<file path="config.mk">
export PLATFORM = sky130hd
export DESIGN_NAME = efe_encap
export DESIGN_NICKNAME = d
export VERILOG_FILES = /design/src/efe_pkg.sv /design/src/efe_cls_if.sv /design/src/efe_classifier.sv /design/src/efe_encap.sv
export SDC_FILE = /design/constraint.sdc
export NUM_CORES = 1
export LEC_CHECK = 0
export BUFFER_PORTS_ARGS = -buffer_cell sky130_fd_sc_hd__buf_2
export CAP_MARGIN = 20
export CORE_AREA = 2 2 153 155
export CTS_CLUSTER_DIAMETER = 30
export DETAILED_ROUTE_END_ITERATION = 8
export DIE_AREA = 0 0 155 157
export PLACE_DENSITY_LB_ADDON = 0.05
export SKIP_CTS_REPAIR_TIMING = 1
export SYNTH_ARGS = -nofsm -noshare
export SYNTH_HDL_FRONTEND = slang
export SYNTH_SLANG_ARGS = --single-unit
</file>
<file path="constraint.sdc">
create_clock -name clk -period 2.19 [get_ports clk]
set_input_delay 0.219 -clock clk [delete_from_list [all_inputs] [get_ports clk]]
set_output_delay 0.219 -clock clk [all_outputs]
set_load 0.1 [all_outputs]
</file>
<file path="src/efe_pkg.sv">
// Package of constants and types for the Ethernet frame encapsulation block
package efe_pkg;
    // ------------------------------------------------------------------
    // Framing constants
    // ------------------------------------------------------------------
    localparam logic [7:0] PREAMBLE_BYTE = 8'h55;  // Fixed preamble pattern
    localparam logic [7:0] SFD_BYTE      = 8'hD5;  // Start-of-frame delimiter
    localparam int         PREAMBLE_LEN  = 7;      // Preamble bytes per frame
    localparam int         ADDR_LEN      = 6;      // Octets in one MAC address
    localparam int         STD_MAX_FRAME = 1518;   // Untagged limit without preamble
    localparam int         VLAN_EXTRA    = 4;      // Extra bytes allowed for a tag
    localparam logic [15:0] TYPE_VLAN    = 16'h8100; // Tagged frame type
    localparam logic [15:0] TYPE_PAUSE   = 16'h8808; // MAC control frame type
    localparam int         LT_HI_IDX     = 12;     // Byte index of length/type high octet
    localparam int         LT_LO_IDX     = 13;     // Byte index of length/type low octet
    localparam int         CNT_W         = 16;     // Width of byte counters

    // ------------------------------------------------------------------
    // Transmit states
    // ------------------------------------------------------------------
    typedef enum logic [1:0] {
        EFE_TX_IDLE = 2'b00,
        EFE_TX_PRE  = 2'b01,
        EFE_TX_SFD  = 2'b10,
        EFE_TX_DATA = 2'b11
    } efe_tx_state_t;

    // ------------------------------------------------------------------
    // Receive states
    // ------------------------------------------------------------------
    typedef enum logic [1:0] {
        EFE_RX_HUNT = 2'b00,
        EFE_RX_PRE  = 2'b01,
        EFE_RX_DATA = 2'b10,
        EFE_RX_DROP = 2'b11
    } efe_rx_state_t;
endpackage : efe_pkg

</file>
<file path="src/efe_cls_if.sv">
// Interface carrying receive frame classification between modules
`timescale 1ns/1ps
interface efe_cls_if;
    logic       byte_vld;   // One received frame byte this cycle
    logic       first;      // Byte is the first of the frame
    logic [7:0] data;       // Frame byte
    logic       group;      // Destination is a group address
    logic       bcast;      // Destination is all ones
    logic       vlan;       // Frame carries a VLAN tag
    logic       pause;      // Frame is a PAUSE control frame
    logic       oversize;   // Frame exceeds limits (informative only)

    modport src (output byte_vld, output first, output data,
                 input group, input bcast, input vlan, input pause, input oversize);
    modport cls (input byte_vld, input first, input data,
                 output group, output bcast, output vlan, output pause, output oversize);
endinterface : efe_cls_if

</file>
<file path="src/efe_classifier.sv">
// Address and type classifier for received frames
`timescale 1ns/1ps
module efe_classifier #(
    parameter int JUMBO_EN = 1
) (
    // Clock and reset
    input  wire logic clk,
    input  wire logic rstn,
    // Frame bytes in, classes out
    efe_cls_if.cls    cls
);
    // ------------------------------------------------------------------
    // Byte position and accumulated classes
    // ------------------------------------------------------------------
    logic [efe_pkg::CNT_W-1:0] idx_ff;     // Index of the next byte
    logic                      group_ff;   // I/G bit of destination
    logic                      bcast_ff;   // All destination octets 0xFF so far
    logic [7:0]                lt_hi_ff;   // Length/type high octet
    logic                      vlan_ff;    // Tag seen
    logic                      pause_ff;   // PAUSE type seen
    logic                      over_ff;    // Size beyond untagged or tagged limit
    logic [efe_pkg::CNT_W-1:0] cur_idx;    // Index of byte on the input now
    logic [efe_pkg::CNT_W-1:0] limit;      // Size limit for this frame

    assign cur_idx = cls.first ? '0 : idx_ff;
    // Tagged frames get four more bytes of room
    assign limit = vlan_ff ? efe_pkg::CNT_W'(efe_pkg::STD_MAX_FRAME + efe_pkg::VLAN_EXTRA)
                           : efe_pkg::CNT_W'(efe_pkg::STD_MAX_FRAME); // see [RQ9]

    // Byte index, saturates rather than wrapping on jumbo frames
    always_ff @(posedge clk or negedge rstn)
    begin
        if (!rstn)
            idx_ff <= '0;
        else if (cls.byte_vld && cur_idx != '1)
            idx_ff <= cur_idx + 1'b1;
    end

    // Destination classes: I/G is bit zero of the first octet
    always_ff @(posedge clk or negedge rstn)
    begin
        if (!rstn)
        begin
            group_ff <= 1'b0;
            bcast_ff <= 1'b0;
        end
        else if (cls.byte_vld && cur_idx < efe_pkg::ADDR_LEN)
        begin
            if (cur_idx == '0)
                group_ff <= cls.data[0]; // see [RQ11]
            bcast_ff <= (cur_idx == '0 || bcast_ff) && cls.data == 8'hFF; // see [RQ12]
        end
    end

    // Length/type decode for tagged and PAUSE frames
    always_ff @(posedge clk or negedge rstn)
    begin
        if (!rstn)
        begin
            lt_hi_ff <= 8'h00;
            vlan_ff  <= 1'b0;
            pause_ff <= 1'b0;
        end
        else if (cls.byte_vld)
        begin
            if (cur_idx == '0)
            begin
                vlan_ff  <= 1'b0;
                pause_ff <= 1'b0;
            end
            if (cur_idx == efe_pkg::LT_HI_IDX)
                lt_hi_ff <= cls.data;
            if (cur_idx == efe_pkg::LT_LO_IDX)
            begin
                vlan_ff  <= {lt_hi_ff, cls.data} == efe_pkg::TYPE_VLAN;
                pause_ff <= {lt_hi_ff, cls.data} == efe_pkg::TYPE_PAUSE; // see [RQ10]
            end
        end
    end

    // Oversize flag; jumbo support holds the output low, never an error
    always_ff @(posedge clk or negedge rstn)
    begin
        if (!rstn)
            over_ff <= 1'b0;
        else if (cls.byte_vld)
            over_ff <= (cur_idx == '0) ? 1'b0 : (over_ff || cur_idx >= limit);
    end

    assign cls.group    = group_ff;
    assign cls.bcast    = bcast_ff;
    assign cls.vlan     = vlan_ff;
    assign cls.pause    = pause_ff;
    assign cls.oversize = (JUMBO_EN == 0) && over_ff; // see [RQ8]
endmodule : efe_classifier

</file>
<file path="src/efe_encap.sv">
// Ethernet frame encapsulation: preamble/SFD insertion on transmit, stripping on receive
//
// Operation
// [RQ1] Transmit prepends seven 0x55 preamble bytes
// [RQ2] Receive strips preamble before client delivery
// [RQ3] Custom preamble mode sends client-supplied bytes
// [RQ4] Transmit inserts SFD after preamble
// [RQ5] Receive discards SFD before client delivery
// [RQ6] SFD value is 0xD5, LSB first
// [RQ7] Fields in order, bytes LSB first
// [RQ8] Jumbo frames pass without error
// [RQ9] Tagged frames allowed four extra bytes
// [RQ10] PAUSE frames sent and received
// [RQ11] Address bit zero: individual or group
// [RQ12] All-ones destination is broadcast
// [RQ13] Addresses sent LSB first, I/G first
// [RQ14] Destination address stays first field
// [RQ15] Client supplies source address, passed unchanged
// [RQ16] MAC and MAC control in all modes
// [RQ17] Client registers all MAC inputs/outputs
`timescale 1ns/1ps
module efe_encap #(
    parameter int JUMBO_EN = 1
) (
    // Clock and reset
    input  wire logic       clk,
    input  wire logic       rstn,
    // Mode
    input  wire logic       custom_pre_en,
    input  wire logic [55:0] custom_pre,
    // Client transmit byte stream
    input  wire logic [7:0] tx_data,
    input  wire logic       tx_valid,
    input  wire logic       tx_last,
    output logic            tx_ready,
    // Line transmit byte stream
    output logic [7:0]      line_tx_data,
    output logic            line_tx_en,
    // Line receive byte stream
    input  wire logic [7:0] line_rx_data,
    input  wire logic       line_rx_dv,
    // Client receive byte stream
    output logic [7:0]      rx_data,
    output logic            rx_valid,
    output logic            rx_first,
    output logic            rx_last,
    // Receive classification of the last delivered frame
    output logic            rx_group,
    output logic            rx_bcast,
    output logic            rx_vlan,
    output logic            rx_pause,
    output logic            rx_oversize
);
    // ------------------------------------------------------------------
    // Transmit side
    // ------------------------------------------------------------------
    efe_pkg::efe_tx_state_t tx_st_ff;       // Transmit state
    logic [2:0]             pre_cnt_ff;     // Preamble byte index
    logic [55:0]            pre_sh_ff;      // Preamble bytes still to send
    logic                   tx_done_ff;     // Frame end passed, one gap cycle

    // Client bytes are only taken in the data phase, so header bytes
    // (destination first, then source) go out unchanged and in order.
    assign tx_ready = (tx_st_ff == efe_pkg::EFE_TX_DATA); // see [RQ14]

    // Transmit sequencer: preamble, SFD, then client bytes
    always_ff @(posedge clk or negedge rstn)
    begin
        if (!rstn)
        begin
            tx_st_ff   <= efe_pkg::EFE_TX_IDLE;
            pre_cnt_ff <= 3'h0;
            pre_sh_ff  <= '0;
            tx_done_ff <= 1'b0;
        end
        else
        begin
            tx_done_ff <= 1'b0;
            unique case (tx_st_ff)
                efe_pkg::EFE_TX_IDLE:
                begin
                    // A waiting frame starts its preamble; at least two idle cycles follow each frame
                    if (tx_valid && !tx_done_ff)
                    begin
                        tx_st_ff   <= efe_pkg::EFE_TX_PRE;
                        pre_cnt_ff <= 3'h0;
                        // Custom mode replaces the fixed pattern in the same slots
                        pre_sh_ff  <= custom_pre_en ? custom_pre
                                                    : {efe_pkg::PREAMBLE_LEN{efe_pkg::PREAMBLE_BYTE}}; // see [RQ1] [RQ3]
                    end
                end
                efe_pkg::EFE_TX_PRE:
                begin
                    pre_sh_ff  <= {8'h00, pre_sh_ff[55:8]};
                    pre_cnt_ff <= pre_cnt_ff + 3'h1;
                    if (pre_cnt_ff == 3'(efe_pkg::PREAMBLE_LEN - 1))
                        tx_st_ff <= efe_pkg::EFE_TX_SFD; // see [RQ4]
                end
                efe_pkg::EFE_TX_SFD:
                    tx_st_ff <= efe_pkg::EFE_TX_DATA;
                efe_pkg::EFE_TX_DATA:
                begin
                    // Client is trusted to keep valid high through the frame
                    if (tx_valid && tx_last)
                    begin
                        tx_st_ff   <= efe_pkg::EFE_TX_IDLE;
                        tx_done_ff <= 1'b1;
                    end
                end
            endcase
        end
    end

    // Line transmit register: bytes leave whole; the PHY serialises LSB first
    always_ff @(posedge clk or negedge rstn)
    begin
        if (!rstn)
        begin
            line_tx_data <= 8'h00;
            line_tx_en   <= 1'b0;
        end
        else
        begin
            unique case (tx_st_ff)
                efe_pkg::EFE_TX_PRE:
                begin
                    line_tx_data <= pre_sh_ff[7:0];
                    line_tx_en   <= 1'b1;
                end
                efe_pkg::EFE_TX_SFD:
                begin
                    line_tx_data <= efe_pkg::SFD_BYTE; // see [RQ6]
                    line_tx_en   <= 1'b1;
                end
                efe_pkg::EFE_TX_DATA:
                begin
                    // Bit 0 of each byte is first on the wire, so the I/G bit leads
                    line_tx_data <= tx_data; // see [RQ7] [RQ13]
                    line_tx_en   <= tx_valid;
                end
                default:
                begin
                    line_tx_data <= 8'h00;
                    line_tx_en   <= 1'b0;
                end
            endcase
        end
    end

    // ------------------------------------------------------------------
    // Receive side
    // ------------------------------------------------------------------
    efe_pkg::efe_rx_state_t rx_st_ff;       // Receive state
    logic [7:0]             hold_data_ff;   // Byte held back to find the last one
    logic                   hold_vld_ff;    // Held byte present
    logic                   hold_first_ff;  // Held byte is frame start
    logic                   first_pend_ff;  // Next data byte is frame start
    logic                   take;           // Frame byte accepted this cycle
    efe_cls_if              cls_if ();      // Link to classifier

    assign take = (rx_st_ff == efe_pkg::EFE_RX_DATA) && line_rx_dv;

    // Receive sequencer: hunt preamble, drop through SFD, pass the rest
    always_ff @(posedge clk or negedge rstn)
    begin
        if (!rstn)
            rx_st_ff <= efe_pkg::EFE_RX_HUNT;
        else
        begin
            unique case (rx_st_ff)
                efe_pkg::EFE_RX_HUNT:
                    if (line_rx_dv)
                        rx_st_ff <= efe_pkg::EFE_RX_PRE;
                efe_pkg::EFE_RX_PRE:
                begin
                    // Preamble (or custom content free of 0xD5) is never delivered
                    if (!line_rx_dv)
                        rx_st_ff <= efe_pkg::EFE_RX_HUNT; // see [RQ2]
                    else if (line_rx_data == efe_pkg::SFD_BYTE)
                        rx_st_ff <= efe_pkg::EFE_RX_DATA; // see [RQ5]
                end
                efe_pkg::EFE_RX_DATA:
                    if (!line_rx_dv)
                        rx_st_ff <= efe_pkg::EFE_RX_HUNT;
                efe_pkg::EFE_RX_DROP:
                    rx_st_ff <= efe_pkg::EFE_RX_HUNT;
            endcase
        end
    end

    // One-byte hold so the final byte can be flagged last when DV drops
    always_ff @(posedge clk or negedge rstn)
    begin
        if (!rstn)
        begin
            hold_data_ff  <= 8'h00;
            hold_vld_ff   <= 1'b0;
            hold_first_ff <= 1'b0;
            first_pend_ff <= 1'b0;
        end
        else
        begin
            if (rx_st_ff == efe_pkg::EFE_RX_PRE)
                first_pend_ff <= 1'b1;
            else if (take)
                first_pend_ff <= 1'b0;
            if (take)
            begin
                hold_data_ff  <= line_rx_data;
                hold_first_ff <= first_pend_ff;
            end
            hold_vld_ff <= take;
        end
    end

    // Client receive register: destination stays first, nothing rewritten
    always_ff @(posedge clk or negedge rstn)
    begin
        if (!rstn)
        begin
            rx_data  <= 8'h00;
            rx_valid <= 1'b0;
            rx_first <= 1'b0;
            rx_last  <= 1'b0;
        end
        else
        begin
            rx_valid <= hold_vld_ff;
            rx_data  <= hold_vld_ff ? hold_data_ff : 8'h00; // see [RQ14]
            rx_first <= hold_vld_ff && hold_first_ff;
            rx_last  <= hold_vld_ff && !take;
        end
    end

    // Classification: PAUSE, tag, group and broadcast, all modes alike
    assign cls_if.byte_vld = take;
    assign cls_if.first    = take && first_pend_ff;
    assign cls_if.data     = line_rx_data;

    efe_classifier #(
        .JUMBO_EN (JUMBO_EN)
    ) u_cls (
        .clk  (clk),
        .rstn (rstn),
        .cls  (cls_if.cls)
    ); // see [RQ16]

    assign rx_group    = cls_if.group;
    assign rx_bcast    = cls_if.bcast;
    assign rx_vlan     = cls_if.vlan;
    assign rx_pause    = cls_if.pause;
    assign rx_oversize = cls_if.oversize;
endmodule : efe_encap

</file>
Word level (Yosys, flattened, before mapping)
Cells that the tools add are included.

storage, ports and cells
  bits in registers = 123
  input bits = 78
  output and inout bits = 26

operators by class
  $add $sub $neg = 2
  magnitude comparators = 1
  eq/ne operators = 20
  mux-type cells = 25
  reduce and logical (&&, ||, !) cells = 25

operators with widths
  kind                                                                           count
  56-bit two-way mux                                                             2
  56-bit one-hot mux with 2 select lines                                         1
  16-bit == test, second input constant                                          2
  16-bit by 4-bit == test with 1-bit output, second input constant               2
  8-bit one-hot mux with 3 select lines                                          1
  16-bit by 1-bit adder with 16-bit output, second input constant                1
  8-bit == test, second input constant                                           2
  16-bit zero test                                                               1
  16-bit by 3-bit less-than comparator with 1-bit output, second input constant  1
  16-bit two-way mux                                                             1
  16-bit != test, second input constant                                          1
  2-bit one-hot mux with 4 select lines                                          2
  2-bit two-way mux                                                              7
  1-bit logical AND                                                              9
  2-bit == test, second input constant                                           4
  8-bit two-way mux                                                              1
  2-bit != test, second input constant                                           4
  2-bit AND reduction                                                            4
  1-bit two-way mux                                                              7
  3-bit one-hot mux with 2 select lines                                          1
  3-bit AND reduction                                                            2
  2-bit nonzero test                                                             3
  2-bit by 1-bit == test with 1-bit output, second input constant                2
  2-bit zero test                                                                2
  other kinds (9)                                                                10

Longest topological paths before layout
  depth after elaboration = 7
  gate-level depth with buffers = 10

By module
A second synthesis with hierarchy kept.

second synthesis, totals
  cell total of the unflattened synthesis = 517
  area, all modules = 5866.9 µm²

modules (own cells, without submodules)
  module          instances  cells an instance  area an instance (µm²)
  efe_encap       1          344                4226.6
  efe_classifier  1          173                1640.3

Worst setup path after synthesis
OpenSTA, ideal clock, no wires.

  kind = register to register
  start = register first_pend_ff
  end = register u_cls.idx_ff[12] (netlist name)
  data arrival time = 1.983 ns
  required time = 2.050 ns
  slack = 0.067 ns
  cell stages (with the launch flop) = 11
  path buffers = 1
  cell sequence = dfrtp_1 nand4b_1 nand2_1 inv_1 ha_1 nand3_1 buf_2 nor3_1 nand2_1 o311ai_0 o41ai_1

between the ends
  cells in the longest elaborated chain, start to end = 4
  elaborated cells between the ends (all ways) = 5
  those cells by class = add/sub: 1; eq/ne: 1; mux: 1; reduce/logical: 2

ends and longest elaborated chain
  element                                                                           RTL line              RTL
  from (decl)                                                                       efe_encap.sv:157      logic first_pend_ff;
  from (signal assigned)                                                            efe_encap.sv:199      first_pend_ff <= 1'b0;
  from (signal assigned)                                                            efe_encap.sv:204      first_pend_ff <= 1'b1;
  from (signal assigned)                                                            efe_encap.sv:206      first_pend_ff <= 1'b0;
  1-bit logical AND *                                                               efe_encap.sv:237      assign cls_if.first = take && first_pend_ff;
  16-bit two-way mux *                                                              efe_classifier.sv:25  assign cur_idx = cls.first ? '0 : idx_ff;
  branches (longest 2 deep; another with 16-bit by 1-bit adder with 16-bit output)  n/a
  to (signal assigned)                                                              efe_classifier.sv:36  idx_ff <= cur_idx + 1'b1;
  to (decl)                                                                         efe_classifier.sv:15  logic [efe_pkg::CNT_W-1:0] idx_ff;

Mark *: on every way between the ends.
A chain may end at the register's enable or synchronous reset.

Worst setup path in the final report
  start = register u_cls.idx_ff[6] (netlist name)
  end = register u_cls.idx_ff[1] (netlist name)

between the ends
  cells in the longest elaborated chain, start to end = 3

ends and longest elaborated chain
  element             RTL line              RTL
  16-bit two-way mux  efe_classifier.sv:25
  16-bit != test      efe_classifier.sv:35  else if (cls.byte_vld && cur_idx != '1)
  1-bit logical AND   efe_classifier.sv:35

No other way between the ends.

==> flow_summary_export.csv <==
group,metric,value,unit
outcome,status,"finished clean",
yosys,ys_seq_area_frac,0.554,
routing,finalWirelength,15500,µm
worst_setup_path,crit_arrival,2.32,ns
worst_setup_path,required,2.48,ns
yosys,ys_warn_count,0,
worst_setup_path,crit_chain,"buf_4 > nand4_2 > nor4_4 > a21o_1 > buf_4 > mux2_2",
timing,slew_viol_final,0,
die,initial_utilization,0.247,
yosys,synthAdderAreaFrac,0.0225,
flow_run,cap_violations,0,
die,fp.dieArea,24300,µm²
cts,htree_num_levels,4,
grt,grt_pass1_wl,25800,µm
yosys,synthMuxAreaShare,0.0225,
worst_setup_path,max_stage_delay,0.41,ns
routing,antenna_left,0,
power,leakage,3.50,nW
yosys,synth_compound_area_frac,0.190,
worst_setup_path,crit_top_cell,"buf_4",
routing,drt_iter0_drc,246,
routing,route.vias.total,4535,
yosys,ys_async_sr_fraction,1.00,
die,coreArea,22500,µm²
yosys,synthFlopType,"dfrtp_1",
timing,fmax,493,MHz
yosys,synthesis.area,5560,µm²
timing,fin_crit,2.03,ns
worst_setup_path,cp-start-kind,"flop",
grt,antenna_found_initial,1,
yosys,synth-seq-cells,123,
placed_design,gp_congestion,0.776,
grt,overflow,0,
routing,routedWlPerCell,16.0,µm
yosys,synth_area_leaders,"dfrtp_1 (55%), o21ai_0 (6.8%), nand2_1 (6.6%), a22oi_1 (3.8%), o22ai_1 (2.8%)",
cts,cts_num_sinks,123,
timing,setup-tns-final,0,ns
cts,cts_buffers,17,
cts,clk_path_buf_depth,2,
yosys,synth_edf_count,0,
timing,finalHoldViolCount,0,
placed_design,dp_hpwl,10900,µm
placed_design,place_inst,938,
grt,grt_pass1_vias,4705,
cts,clkLatencyLatePin,0.41,ns
timing,period_share,0.926,
finish,final_cell_count_no_fill,973,
routing,drtPass1Iterations,4,
grt,grt_usage,0.135,
grt,grt_max_degree,57,
power,ir_drop,0.000427,V
worst_setup_path,critPathKind,"flop to flop",
finish,diodes,0,
timing,setup_viol,0,
hold_path,min-delay-path-class,"primary input to flop",
die,rows,55,
yosys,synth_cells,553,
placed_design,port_buffers,102,
die,io_pins,104,
yosys,syn_area_per_cell,10.1,µm²
die,fp.dieW,155,µm
worst_setup_path,worstPathMaxFanout,6,
cts,clock-root-buffer,"clkbuf_16",
cts,cts_tree,"done",
finish,drive_gt1_frac,0.278,
yosys,yosys.area_share.simple,0.170,
finish,fin_nets,763,
routing,drc,0,
finish,area_growth,30.2,%
yosys,yosysTopAreaCell,"dfrtp_1",
routing,vias_per_cell,4.66,
yosys,synth-xor-area-share,0.00315,
die,die_h,157,µm
yosys,synthesis.nets,641,
power,power_density,1200,nW/µm²
worst_setup_path,worst_setup_path_end_kind,"flop",
yosys,synth_top_area_share,0.554,
timing,fin_skew,0.00804,ns
worst_setup_path,cpMaxStageDelayCell,"nor4_4",
yosys,synth_cell_types,53,
yosys,synth_top_family_by_area,"compound AO/OA/AOI/OAI gates",
cts,cts.clk_slew.worst_paths,0.06,ns
state kept, by name, summed over array words and instances (netlist names), 2 cells and up:
register / flops
line_tx_data: 8
tx_st_ff: 2
u_cls.lt_hi_ff: 8
hold_data_ff: 8
u_cls.idx_ff: 16
pre_cnt_ff: 3
rx_st_ff: 2
rx_data: 8
pre_sh_ff: 56
worst max-delay path, delay by kind of cell, from the launching register on:
| family | cells | cell delay (ns) |
|---|---|---|
| AOI/OAI and AO/OA | 1 | 0.19 |
| buffers and inverters | 2 | 0.30 |
| muxes | 1 | 0.32 |
| DFF | 1 | 0.39 |
| and+or+nand+nor | 2 | 0.71 |
where the power goes:
part / switching, mW / total (mW) / internal (mW)
sequential: 0.292 / 3.13 / 2.84
combinational: 1.87 / 2.77 / 0.899
clock: 1.08 / 2.80 / 1.71
total: 3.25 / 8.70 / 5.45
through the flow:
step | hold WS, ns | util | setup slack, ns | power [mW] | cell area [µm²]
6_report | 0.0462 | 0.322 | 0.161 | 8.70 | 7240
5_1_grt | 0.0269 | 0.322 | -0.00433 | 9.33 | 7240
4_1_cts | -0.224 | 0.319 | -0.0483 | 8.87 | 7180
3_5_place_dp | 0.219 | 0.293 | 0.0160 | 5.98 | 6590
3_3_place_gp | 0.218 | 0.293 | 0.107 | 5.93 | 6590
2_1_floorplan | -0.0766 | - | 0.0671 | 5.14 | 5560
cells by family (layout without fill, tap and decap cells):
group	Yosys count	count (layout)
compound gates	171	171
flops	123	123
mux	11	11
xor+xnor	2	2
fa+ha+maj	10	10
simple gates	189	189
buf+inv	46	181
other cells	1	1
metal layers:
layer,vias to the layer above,track usage,wire length [µm]
met4,2,0.0384,158
met5,-,0,7
li1,2246,-,-
met3,17,0.0374,671
met2,92,0.204,6780
met1,2178,0.190,7930
layout make-up:
| class | count | area, µm² |
|---|---|---|
| fill | 2376 | 15300 |
| sequential | 123 | 3080 |
| multi-input combinational | 384 | 2320 |
| inverter | 11 | 46.3 |
| timing repair buffer | 138 | 848 |
| tap | 285 | 357 |
| clock buffer | 19 | 443 |
| clock inverter | 13 | 144 |
Yosys cell counts (3+ instances only):
cell,n
and4_1,4
a21oi_1,12
o22a_1,4
nand2_1,98
o22ai_1,25
o31ai_1,3
a221oi_1,7
nor2_1,21
a22o_1,4
and3_1,5
a21o_1,4
nand4_1,6
clkbuf_1,25
mux2_2,9
nor4_1,9
dfrtp_1,123
nand3_1,9
nand2b_1,5
ha_1,10
buf_4,5
buf_2,3
inv_1,10
o21ai_0,75
a22oi_1,28
nor2b_1,7
and2_1,9
a31oi_1,3
layout by cell type (no fill, tap or decap), drive strengths merged, types with 7 or more instances in the layout:
cell type	instances
nor2	21
ha	10
a221oi	7
a22oi	28
buf	137
inv	12
clkbuf	19
nand3	9
nand4	7
o22ai	25
and2	9
nor4	12
nor2b	7
o21ai	75
a21oi	12
dfrtp	123
mux2	9
nand2	99
path summary, 6_finish.rpt:
kind / startpoint / endpoint / slack, ns / depth (start not counted)
max: u_cls.idx_ff[6] / u_cls.idx_ff[1] / 0.16 / 6
max reg2reg: u_cls.idx_ff[6] / u_cls.idx_ff[1] / 0.16 / 6
min in group asynchronous: rstn / pre_sh_ff[2] / 0.32 / 2
min: custom_pre[55] / pre_sh_ff[55] / 0.05 / 3
min reg2reg: hold_data_ff[2] / hold_data_ff[2] / 0.48 / 2
max in group asynchronous: rstn / rx_st_ff[0] / 1.23 / 3
(Power assumes the default switching activity.)
